## config.mk

```make
export PLATFORM = sky130hd
export DESIGN_NAME = mbrtc_host_port
export DESIGN_NICKNAME = d
export VERILOG_FILES = /design/src/mbrtc_pkg.sv /design/src/mbrtc_rate_gen.sv /design/src/mbrtc_host_port.sv
export SDC_FILE = /design/constraint.sdc
export NUM_CORES = 1
export LEC_CHECK = 0
export ABC_AREA = 0
export ABC_CLOCK_PERIOD_IN_PS = 8400
export BUFFER_PORTS_ARGS = -buffer_cell sky130_fd_sc_hd__buf_2
export CORE_MARGIN = 1
export CORE_UTILIZATION = 45
export CTS_CLUSTER_DIAMETER = 200
export DETAILED_ROUTE_END_ITERATION = 6
export GPL_TIMING_DRIVEN = 0
export PLACE_DENSITY = 0.57
export SETUP_SLACK_MARGIN = 0.5
export SKIP_LAST_GASP = 1
export SYNTH_ARGS = -nofsm -noshare
export SYNTH_HDL_FRONTEND = slang
export SYNTH_SLANG_ARGS = --single-unit
export TNS_END_PERCENT = 100
```

## constraint.sdc

```tcl
create_clock -name i_clk -period 8.4 [get_ports i_clk]
set_input_delay 0.42 -clock i_clk [delete_from_list [all_inputs] [get_ports i_clk]]
set_output_delay 0.42 -clock i_clk [all_outputs]
set_load 0.05 [all_outputs]
```

## src/mbrtc_pkg.sv

```systemverilog
// Shared constants and types for the multiplexed-bus RTC host port
package mbrtc_pkg;

	// ----------------------------------------------------------------
	// Address map
	// ----------------------------------------------------------------
	localparam int       ADDR_W       = 7;        // 128 locations
	localparam int       DATA_W       = 8;        // Byte wide bus
	localparam int       LOCATIONS    = 128;      // Whole map
	localparam logic [6:0] LOC_SECONDS = 7'h00;   // Seconds byte
	localparam logic [6:0] LOC_CTRL_A  = 7'h0A;   // First control register
	localparam logic [6:0] LOC_CTRL_B  = 7'h0B;   // Second control register
	localparam logic [6:0] LOC_CTRL_C  = 7'h0C;   // Flag register
	localparam logic [6:0] LOC_CTRL_D  = 7'h0D;   // Validity register

	// ----------------------------------------------------------------
	// Field positions
	// ----------------------------------------------------------------
	localparam int BIT_RO_TOP    = 7;             // Read-only top bit
	localparam int BIT_PIE       = 6;             // Periodic enable in B
	localparam int BIT_AIE       = 5;             // Alarm enable in B
	localparam int BIT_UIE       = 4;             // Update enable in B
	localparam int BIT_SQUARE_WAVE_ENABLE      = 3;             // Square wave enable in B
	localparam int BIT_COMBINED_INT_FLAG      = 7;             // Combined flag in C
	localparam int BIT_PF        = 6;             // Periodic flag in C
	localparam int BIT_AF        = 5;             // Alarm flag in C
	localparam int BIT_UF        = 4;             // Update flag in C
	localparam int RATE_W        = 4;             // Rate select width

	// ----------------------------------------------------------------
	// Reset values and constants
	// ----------------------------------------------------------------
	localparam logic [7:0] CTRL_A_RESET  = 8'h00;   // A after power-on
	localparam logic [7:0] CTRL_B_RESET  = 8'h00;   // B after power-on
	localparam logic [7:0] CTRL_D_VALUE  = 8'h80;   // Contents valid
	localparam logic [7:0] B_ENABLE_MASK = 8'h78;   // Enables cleared by pin

	// ----------------------------------------------------------------
	// Timebase
	// ----------------------------------------------------------------
	localparam int CLK_HZ       = 100_000_000;      // System clock
	localparam int XTAL_HZ      = 32_768;           // Crystal rate
	localparam int TICK_CYCLES  = CLK_HZ / XTAL_HZ;  // Clocks per crystal tick
	localparam int CHAIN_W      = 15;               // Divider stages
	localparam int TAP_LOW_OFS  = 2;                // Codes 3..15 to tap
	localparam int TAP_ALIAS    = 5;                // Codes 1..2 to tap

	// ----------------------------------------------------------------
	// Types
	// ----------------------------------------------------------------
	typedef struct packed {
		logic [7:0] ad;            // Shared address/data lines in
		logic       addr_strobe;   // Address latch strobe
		logic       data_strobe;   // Data strobe or read enable
		logic       dir;           // Direction or write enable
		logic       cs_n;          // Chip select, low active
	} mbrtc_pins_t;

	typedef struct packed {
		logic periodic;            // Periodic flag
		logic alarm;               // Alarm flag
		logic update;              // Update-done flag
	} mbrtc_flags_t;

	typedef enum logic [2:0] {
		BUS_IDLE  = 3'b001,        // No cycle in progress
		BUS_READ  = 3'b010,        // Driving read data
		BUS_WRITE = 3'b100         // Collecting write data
	} mbrtc_bus_state_t;

endpackage

```

## src/mbrtc_rate_gen.sv

```systemverilog
// Crystal divider chain with selectable tap for periodic and square wave
`timescale 1ns/1ps
module mbrtc_rate_gen
	import mbrtc_pkg::*;
#(
	parameter int TICK_DIV = TICK_CYCLES       // Clocks per crystal tick
)
(
	input  wire logic              i_clk,        // System clock
	input  wire logic              i_rst,        // Async reset, high
	input  wire logic [RATE_W-1:0] i_rate,       // Rate select code
	output logic                   o_tap,        // Selected tap level
	output logic                   o_periodic    // One pulse per period
);

	// Refuse a tick divider the 12-bit prescaler cannot count
	if (TICK_DIV < 2 || TICK_DIV > 4096)
	begin : g_bad_div
		$error("mbrtc_rate_gen: TICK_DIV out of range");
	end

	// ----------------------------------------------------------------
	// State
	// ----------------------------------------------------------------
	logic [11:0]        pre;          // Prescaler to crystal tick
	logic [CHAIN_W-1:0] chain;        // Fifteen divider stages
	logic [11:0]        next_pre;     // Next prescaler
	logic [CHAIN_W-1:0] next_chain;   // Next chain
	logic               next_tap;     // Next tap output
	logic               next_periodic;// Next periodic pulse
	logic [3:0]         tap_idx;      // Chosen stage

	// Tap choice, rate step and periodic edge
	always_comb
	begin
		tap_idx = 4'h0;
		if (i_rate == 4'h1 || i_rate == 4'h2)
			tap_idx = i_rate + 4'(TAP_ALIAS);
		else if (i_rate != 4'h0)
			tap_idx = i_rate - 4'(TAP_LOW_OFS);
		next_pre      = pre + 12'h001;
		next_chain    = chain;
		next_periodic = 1'b0;
		if (pre == 12'(TICK_DIV - 1))
		begin
			next_pre   = 12'h000;
			next_chain = chain + 15'h0001;
			// Period ends when the chosen stage falls
			next_periodic = (i_rate != 4'h0) && chain[tap_idx] && !next_chain[tap_idx];
		end
		next_tap = (i_rate != 4'h0) && chain[tap_idx];
	end

	// Register divider state
	always_ff @(posedge i_clk or posedge i_rst)
	begin
		if (i_rst)
		begin
			pre        <= 12'h000;
			chain      <= 15'h0000;
			o_tap      <= 1'b0;
			o_periodic <= 1'b0;
		end
		else
		begin
			pre        <= next_pre;
			chain      <= next_chain;
			o_tap      <= next_tap;
			o_periodic <= next_periodic;
		end
	end

endmodule

```

## src/mbrtc_host_port.sv

```systemverilog
// Host port of the RTC: muxed bus, control registers, RAM, interrupt, SRAM enable
`timescale 1ns/1ps
module mbrtc_host_port
	import mbrtc_pkg::*;
#(
	parameter int TICK_DIV = TICK_CYCLES               // Clocks per crystal tick
)
(
	input  wire logic        i_clk,                    // System clock
	input  wire logic        i_rst,                    // Async reset, high
	input  wire mbrtc_pins_t i_bus,                    // Bus pins in
	input  wire logic        i_bus_style_select,       // High: strobe style
	input  wire logic        i_reset_n,                // Device reset pin
	input  wire logic        i_supply_ok,              // Supply above limit
	input  wire logic        i_sram_enable_in_n,       // SRAM enable in
	input  wire logic        i_update_busy,            // Update in progress
	input  wire logic        i_update_done_evt,        // Update ended pulse
	input  wire logic        i_alarm_evt,              // Alarm match pulse
	output logic [7:0]       o_ad,                     // Bus data out
	output logic             o_ad_oe_n,                // Low while driving bus
	output logic             o_irq_n,                  // Interrupt level out
	output logic             o_irq_oe_n,               // Low while pulling low
	output logic             o_sram_enable_out_n,      // SRAM enable out
	output logic             o_square_wave_out,        // Square wave
	output logic [7:0]       o_ctrl_b                  // Second control reg
);

	// Refuse a tick divider the divider chain cannot serve
	if (TICK_DIV < 2 || TICK_DIV > 4096)
	begin : g_bad_div
		$error("mbrtc_host_port: TICK_DIV out of range");
	end

	// ----------------------------------------------------------------
	// Declarations
	// ----------------------------------------------------------------
	logic [7:0]       mem [0:LOCATIONS-1];   // Time bytes and RAM
	mbrtc_bus_state_t state;                 // Bus cycle state
	mbrtc_bus_state_t next_state;            // Next bus state
	logic [6:0]       addr;                  // Latched location
	logic [6:0]       next_addr;             // Next location
	logic [7:0]       wdata;                 // Held write data
	logic [7:0]       next_wdata;            // Next write data
	logic             as_q;                  // Strobe last cycle
	logic [6:0]       ctrl_a;                // First control reg
	logic [6:0]       next_ctrl_a;           // Next first control
	logic [7:0]       next_ctrl_b;           // Next second control
	mbrtc_flags_t     flags;                 // Interrupt flags
	mbrtc_flags_t     next_flags;            // Next flags
	mbrtc_flags_t     snap;                  // Flags seen by read
	mbrtc_flags_t     next_snap;             // Next snapshot
	logic             mem_we;                // Commit to storage
	logic [7:0]       mem_wd;                // Byte to store
	logic [7:0]       rd_byte;               // Read mux result
	logic [7:0]       next_ad;               // Next bus data
	logic             irq_cond;              // Enabled flag present
	logic             rd_active;             // Read strobe active
	logic             wr_active;             // Write strobe active
	logic             pin_reset;             // Reset pin effective
	logic             cs_ok;                 // Chip select effective
	logic             tap;                   // Divider tap
	logic             periodic_evt;          // Periodic pulse

	// ----------------------------------------------------------------
	// Divider chain
	// ----------------------------------------------------------------
	mbrtc_rate_gen #(
		.TICK_DIV (TICK_DIV)
	) u_rate (
		.i_clk      (i_clk),
		.i_rst      (i_rst),
		.i_rate     (ctrl_a[RATE_W-1:0]),
		.o_tap      (tap),
		.o_periodic (periodic_evt)
	);

	// ----------------------------------------------------------------
	// Cycle decode
	// ----------------------------------------------------------------

	// Strobe meaning per timing style
	always_comb
	begin
		pin_reset = !i_reset_n && i_supply_ok;
		// Access needs chip select, valid supply and reset pin high
		cs_ok = !i_bus.cs_n && i_supply_ok && i_reset_n;
		if (i_bus_style_select)
		begin
			rd_active = i_bus.data_strobe && i_bus.dir;
			wr_active = i_bus.data_strobe && !i_bus.dir;
		end
		else
		begin
			rd_active = !i_bus.data_strobe;
			wr_active = !i_bus.dir;
		end
	end

	// ----------------------------------------------------------------
	// Bus state machine
	// ----------------------------------------------------------------

	// Next bus state, address, write data and storage commit
	always_comb
	begin
		next_state = state;
		next_addr  = addr;
		next_wdata = wdata;
		mem_we     = 1'b0;
		mem_wd     = wdata;
		next_ctrl_a = ctrl_a;
		next_ctrl_b = o_ctrl_b;
		// Address taken on strobe fall, whatever chip select does
		if (as_q && !i_bus.addr_strobe)
			next_addr = i_bus.ad[6:0];
		unique case (state)
			BUS_IDLE:
			begin
				if (cs_ok && rd_active)
					next_state = BUS_READ;
				else if (cs_ok && wr_active)
				begin
					next_state = BUS_WRITE;
					next_wdata = i_bus.ad;
				end
			end
			BUS_READ:
			begin
				// Read ends when its strobe drops or access is lost
				if (!rd_active || !cs_ok)
					next_state = BUS_IDLE;
			end
			BUS_WRITE:
			begin
				if (!cs_ok)
					next_state = BUS_IDLE;
				else if (wr_active)
					next_wdata = i_bus.ad;
				else
				begin
					// Trailing edge of the write strobe stores the byte
					next_state = BUS_IDLE;
					unique case (addr)
						LOC_CTRL_A: next_ctrl_a = wdata[6:0];
						LOC_CTRL_B: next_ctrl_b = wdata;
						LOC_CTRL_C, LOC_CTRL_D: ;
						default:
						begin
							mem_we = 1'b1;
							if (addr == LOC_SECONDS)
								mem_wd = {mem[LOC_SECONDS][BIT_RO_TOP], wdata[6:0]};
						end
					endcase
				end
			end
			default: next_state = BUS_IDLE;
		endcase
		// Reset pin clears enables only, not other B bits
		if (pin_reset)
			next_ctrl_b = o_ctrl_b & ~B_ENABLE_MASK;
	end

	// Register bus state
	always_ff @(posedge i_clk or posedge i_rst)
	begin
		if (i_rst)
		begin
			state    <= BUS_IDLE;
			addr     <= 7'h00;
			wdata    <= 8'h00;
			as_q     <= 1'b0;
			ctrl_a   <= CTRL_A_RESET[6:0];
			o_ctrl_b <= CTRL_B_RESET;
		end
		else
		begin
			state    <= next_state;
			addr     <= next_addr;
			wdata    <= next_wdata;
			as_q     <= i_bus.addr_strobe;
			ctrl_a   <= next_ctrl_a;
			o_ctrl_b <= next_ctrl_b;
		end
	end

	// Storage keeps contents across any reset
	always_ff @(posedge i_clk)
	begin
		if (mem_we)
			mem[addr] <= mem_wd;
	end

	// ----------------------------------------------------------------
	// Interrupt flags
	// ----------------------------------------------------------------

	// Flag set, read-clear and reset pin clear
	always_comb
	begin
		next_snap  = snap;
		next_flags = flags;
		// Freeze flags for the whole read of the flag register
		if (state == BUS_IDLE && next_state == BUS_READ)
			next_snap = flags;
		// Clear what the read returned once the read completes
		if (state == BUS_READ && addr == LOC_CTRL_C && cs_ok && !rd_active)
			next_flags = flags & ~snap;
		// A new event in the clearing cycle is kept
		next_flags.periodic = next_flags.periodic | periodic_evt;
		next_flags.alarm    = next_flags.alarm | i_alarm_evt;
		next_flags.update   = next_flags.update | i_update_done_evt;
		if (pin_reset)
			next_flags = '0;
		// Any flag with its enable asserts the pin next cycle
		irq_cond = (next_flags.periodic && next_ctrl_b[BIT_PIE])
			|| (next_flags.alarm && next_ctrl_b[BIT_AIE])
			|| (next_flags.update && next_ctrl_b[BIT_UIE]);
	end

	// Register flags
	always_ff @(posedge i_clk or posedge i_rst)
	begin
		if (i_rst)
		begin
			flags <= '0;
			snap  <= '0;
		end
		else
		begin
			flags <= next_flags;
			snap  <= next_snap;
		end
	end

	// ----------------------------------------------------------------
	// Read data and pin outputs
	// ----------------------------------------------------------------

	// Read mux over the map
	always_comb
	begin
		unique case (addr)
			LOC_CTRL_A: rd_byte = {i_update_busy, ctrl_a};
			LOC_CTRL_B: rd_byte = o_ctrl_b;
			LOC_CTRL_C: rd_byte = {(o_irq_oe_n == 1'b0), snap.periodic,
				snap.alarm, snap.update, 4'h0};
			LOC_CTRL_D: rd_byte = CTRL_D_VALUE;
			default:    rd_byte = mem[addr];
		endcase
		next_ad = (next_state == BUS_READ) ? rd_byte : o_ad;
	end

	// Register all pin outputs
	always_ff @(posedge i_clk or posedge i_rst)
	begin
		if (i_rst)
		begin
			o_ad                <= 8'h00;
			o_ad_oe_n           <= 1'b1;
			o_irq_n             <= 1'b0;
			o_irq_oe_n          <= 1'b1;
			o_sram_enable_out_n <= 1'b1;
			o_square_wave_out   <= 1'b0;
		end
		else
		begin
			o_ad                <= next_ad;
			o_ad_oe_n           <= (next_state != BUS_READ);
			o_irq_n             <= 1'b0;
			o_irq_oe_n          <= !irq_cond;
			o_sram_enable_out_n <= (i_supply_ok && i_reset_n)
				? i_sram_enable_in_n : 1'b1;
			o_square_wave_out   <= tap && o_ctrl_b[BIT_SQUARE_WAVE_ENABLE] && i_supply_ok;
		end
	end

endmodule

```

**Yosys cells after proc, flatten, opt, wreduce, memory -nomap -nowiden**

Memories as Yosys holds them, arrays and structs flattened.
Index checks and enable logic that the tools add are counted.

- Bits in writable memories: 1024
- Memories kept: 1
- Register bits after elaboration: 81
- Input bits: 21

Memory list:

| name | depth | width | read ports | clocked after memory_dff | write ports | RTL line | RTL |
|---|---|---|---|---|---|---|---|
| mem | 128 | 8 | 2 | 0 | 1 | mbrtc_host_port.sv:37 | `logic [7:0] mem [0:LOCATIONS-1];` |

- Reductions and logical operators: 44
- Multiplexer cells: 41
- Eq/ne operators: 17
- Bitwise operators: 8
- Add/subtract/negate cells: 4
- $lt $le $gt $ge: 1

Operators by type and width:

| cell | count |
|---|---|
| $mux 8 | 9 |
| $mux 7 | 5 |
| $pmux 8 s4 | 1 |
| $eq 7x4->1 const B | 4 |
| $mux 3 | 7 |
| $logic_and 1x1->1 | 20 |
| $pmux 8 s2 | 1 |
| $add 15x1->15 const B | 1 |
| $add 12x1->12 const B | 1 |
| $eq 12x12->1 const B | 1 |
| $mux 1 | 12 |
| $mux 12 | 1 |
| $reduce_and 5->1 | 2 |
| $logic_not 1->1 | 9 |
| $pmux 3 s3 | 1 |
| $bmux 1 s4 | 2 |
| $mux 4 | 2 |
| $ne 2x2->1 const B | 4 |
| $reduce_and 4->1 | 2 |
| $reduce_bool 2->1 | 4 |
| $logic_not 7->1 | 1 |
| $eq 3x2->1 const B | 2 |
| $lt 4x5->1 const B | 1 |
| $add 4x3->4 const B | 1 |
| other kinds (14) | 21 |

**Depth between registers and ports, before layout**

- Depth after elaboration: 12
- Mapped depth: 12

**Cells and area by module**

From an unflattened synthesis, not the netlist that was laid out.

- Cell total of the unflattened synthesis: 2577
- Area total of the unflattened synthesis: 43920.9 sq um

By module, submodules not included:

| module | cells an instance | area each (sq um) | times used |
|---|---|---|---|
| mbrtc_host_port | 2346 | 41888.9 | 1 |
| mbrtc_rate_gen | 231 | 2031.9 | 1 |

**Worst setup path after synthesis**

No wires, ideal clock.

- Path type: input -> register
- Start: input port i_bus[0] (netlist bit)
- End: memory mem[0][7], data pin
- Stages: 6
- Buffers on the path: 0
- Setup slack: 4.415 ns
- Setup time: 0.501 ns
- Arrival time: 3.485 ns
- Path through: nand3b_1 nor4_2 and2_1 nand2_1 nor2_1 mux2_1

- Longest elaborated chain between the ends: 5

RTL lines:

| item | RTL line | RTL |
|---|---|---|
| from (decl) | mbrtc_host_port.sv:11 | `input wire mbrtc_pins_t i_bus,` |
| $logic_not 1->1 | mbrtc_host_port.sv:86 | `cs_ok = !i_bus.cs_n && i_supply_ok && i_reset_n;` |
| $logic_and 1x1->1 (2 in series) | mbrtc_host_port.sv:86 |  |
| $mux 8 | mbrtc_host_port.sv:135 | `if (!cs_ok)` |
| $mux 8 | mbrtc_host_port.sv:116 | `unique case (state)` |
| net mem_wd[7] | mbrtc_host_port.sv:53 | `logic [7:0] mem_wd;` |
| to (decl) | mbrtc_host_port.sv:37 |  |

The timed path passes the listed nets, and every way through them passes these cells.

**Final worst setup path**

- Start: register addr[2]
- End: memory mem[87][5], enable pin

- Longest elaborated chain between the ends: 8

RTL lines:

| item | RTL line | RTL |
|---|---|---|
| from (decl) | mbrtc_host_port.sv:40 | `logic [6:0] addr;` |
| from (signal assigned) | mbrtc_host_port.sv:178 | `addr <= next_addr;` |
| $eq 7x4->1 | mbrtc_host_port.sv:143 | `unique case (addr)` |
| $reduce_or 4->1 (no line) | - |  |
| $mux 1 | mbrtc_host_port.sv:143 |  |
| $mux 1 | mbrtc_host_port.sv:137 | `else if (wr_active)` |
| $mux 1 | mbrtc_host_port.sv:135 |  |
| $mux 1 | mbrtc_host_port.sv:116 |  |
| $mux 1 | mbrtc_host_port.sv:189 | `if (mem_we)` |
| $mux 1 (implied by the code) | mbrtc_host_port.sv:190 | `mem[addr] <= mem_wd;` |

Parallel ways exist; a longest one is shown, timed or not.

==> results.json <==
{
  "synth-simple-area-share_pct": 4.44,
  "antenna_found_initial": 4,
  "dpl.hpwl_um": 94100,
  "setup_viol": 0,
  "synth-xor-area-share_pct": 0.557,
  "rsz0062_at_grt": "no",
  "crit_path_end": "mem[87][5]",
  "setup_tns_ns": 0,
  "yosys_register_bits": 1099,
  "row_count": 114,
  "synthMuxAreaShare_pct": 14.9,
  "fp.dieW_um": 315,
  "gp_congestion": 0.942,
  "ios": 42,
  "synth_top_cell_by_area": "edfxtp_1",
  "slew_viol_final": 10,
  "r2r_start": "addr[2]",
  "dp.cells": 3720,
  "synth_adder_area_share_pct": 0.256,
  "cts_tree": "yes",
  "dr.first_iter.drc_count": 3703,
  "synth_area_per_cell_um2": 18.6,
  "finalNetCount": 2603,
  "globalRouteMet1Util_pct": 40.4,
  "synth_edf_count": 1018,
  "synth_compound_area_share_pct": 3.98,
  "grt_pass1_vias": 24872,
  "worstSetupStartpoint": "addr[2]",
  "wl_um": 146000,
  "pre_cts_ws_ns": 2.66,
  "start_util_pct": 45.5,
  "drc": 20,
  "cp.arrival_ns": 6.55,
  "clkTransAtPathRegs_ns": 0.07,
  "met2_usage_pct": 44.4,
  "io_buffers": 40,
  "fin_ws_ns": 2.15,
  "die-area_um2": 99100,
  "ys.warnings.count": 0,
  "drive_gt1_share_pct": 20.8,
  "worst_slew_margin_rel_pct": -0.320,
  "cts_made_buffers": 111,
  "final.fill_count": 7726,
  "reg2reg_to": "mem[87][5]",
  "leakage_uw": 0.0165,
  "grt.busiest_layer": "met2",
  "path_class": "reg2reg",
  "maxCapViolCount": 2,
  "async_flop_share_pct": 7.37,
  "clkLatencyLatePin_ns": 0.73,
  "via_per_inst": 6.46,
  "grt_util_all_layers_pct": 29.7,
  "htreeDepth": 3,
  "vias": 25473,
  "ir_worst_vdd_v": 0.000203,
  "synth-seq-area-share_pct": 74.0,
  "post_cts_resized": 0,
  "synthCells": 2369,
  "core_um2": 96900,
  "synth_commonest_cells": "edfxtp_1, mux4_2, nor2_1, mux2i_1, nand2_1",
  "fmax_ghz": 0.160,
  "period_share_pct": 74.4,
  "met3_usage_pct": 7.53,
  "synth.most_common_cell": "edfxtp_1",
  "root_buffer": "clkbuf_16",
  "min_period_ns": 6.25,
  "r2r_cells": 7,
  "area.growth.synth_to_final_pct": 13.3,
  "die_height_um": 315,
  "critPathMaxFanout": 10,
  "final_hold_viol_count": 0,
  "status": "finished, violations left",
  "powerDensity_nw_per_um2": 267,
  "synth_area_um2": 44100,
  "grt_pass1_wl_um": 199000,
  "drtAntennaViolNets": 0,
  "finalNonFillerCells": 3941,
  "dr.pass1.iters": 7,
  "ys_types": 80,
  "clock_skew_ns": 0.0552,
  "startpoint_type": "flop",
  "critical_path_required_ns": 8.70,
  "end_kind": "flop",
  "route.detailed.wl_per_inst_um": 37.1,
  "worst_pin_slew_ns": 1.50,
  "clockBufferDepth": 3,
  "synth_top_family_by_area": "multiplexers",
  "synth_top_area_share_pct": 69.4,
  "violations": "design-rule violations, max-capacitance violations, max-slew violations",
  "hold_class": "in2async",
  "synthFlopType": "edfxtp_1",
  "synth_area_leaders": "edfxtp_1, mux4_2, dfrtp_1",
  "cts.sinks": 1099,
  "overflow": 0,
  "r2r_slack_ns": 2.15,
  "grt_max_degree": 90
}
==> kinds of logic (layout without fill, tap and decap cells) <==
logic type,count (synthesis),after routing
buffers and inverters,145,412
AOI/OAI and AO/OA,264,264
and+or+nand+nor,431,431
other,1,30
adders and majority gates,9,9
muxes,392,392
DFF,1099,1099
xor gates and xnor gates,28,28
==> area by class of cell <==
type | count | area [um^2] | share of cell area (%)
clock inverter | 55 | 528 | 1.06
sequential | 1099 | 32600 | 65.4
inverter | 17 | 66.3 | 0.133
tap | 1276 | 1600 | 3.20
antenna | 3 | 7.51 | 0.0150
timing repair buffer | 65 | 626 | 1.25
clock buffer | 147 | 2960 | 5.94
multi-input combinational | 1151 | 10800 | 21.6
buffer | 128 | 739 | 1.48
==> state kept, by name, summed over array words and instances (netlist names), 3 cells and up <==
name          cells
snap              3
state             3
flags             3
wdata             8
ctrl_a            7
o_ctrl_b          8
addr              7
o_ad              8
mem            1018
u_rate.pre       12
u_rate.chain     15
==> metrics by stage <==
stage	hold WS (ns)	area, um^2	util, %	total power, uW
floorplan	0.449	44100	-	7590
global placement	0.469	45900	47.4	8560
detailed placement	0.481	46200	47.7	8580
CTS	0.298	49900	51.5	13300
global route	0.360	49900	51.5	13600
finish	0.319	49900	51.5	13300
==> where the power goes <==
part / internal (uW) / switching (uW)
clock network: 2700 / 2130
registers: 6360 / 188
logic: 577 / 1400
total: 9630 / 3710
==> metal layers <==
metal	vias up	share of wire [%]
li1	9962	-
met1	13335	38
met2	1744	45
met3	430	11
met4	2	6.0
met5	-	0.0075
==> critical path: stages, from the launching register on <==
cell	delay, ns
dfrtp_1	0.43
buf_2	0.31
buf_2	0.43
clkbuf_1	0.94
clkbuf_1	1.02
nand4_1	0.81
clkbuf_1	0.74
nor2_1	1.10
==> worst min path at each step <==
stage                 startpoint         to  slack [ns]  depth (start not counted)
4_1_cts                 i_bus[1]   state[0]        0.30                          4
2_1_floorplan  u_rate.o_periodic   flags[2]        0.45                          2
6_report                   i_rst    addr[2]        0.32                          3
3_5_place_dp           ctrl_a[5]  ctrl_a[5]        0.48                          1
5_1_grt                 i_bus[1]   state[0]        0.36                          4
3_3_place_gp           ctrl_a[5]  ctrl_a[5]        0.47                          1
==> layout by cell type, fill, tap and decap left out, types with 10 or more instances in the layout <==
master,count
edfxtp_1,1018
mux4_2,207
nor2_1,194
mux2i_1,128
clkbuf_16,112
nand2_1,103
clkbuf_1,77
buf_2,75
dfrtp_1,70
a21oi_1,65
mux2_2,43
conb_1,27
nand3_1,26
buf_4,26
o21ai_0,25
o22ai_1,24
clkinv_1,24
o21ai_1,22
a22oi_1,21
a221oi_1,21
nor3_1,19
o221ai_1,18
xnor2_1,17
clkinv_2,16
nand4_1,15
buf_6,15
dlygate4sd3_1,15
nor2b_1,13
a31oi_1,13
mux2_1,13
inv_1,12
xor2_1,11
nand2b_1,10
buf_16,10
==> repair_timing <==
item,4_1_cts,5_1_grt
buffers inserted,0,0
endpoints found under the hold margin,48,0
hold buffers,15,0
No activity file was read; power rests on OpenSTA's default activity.
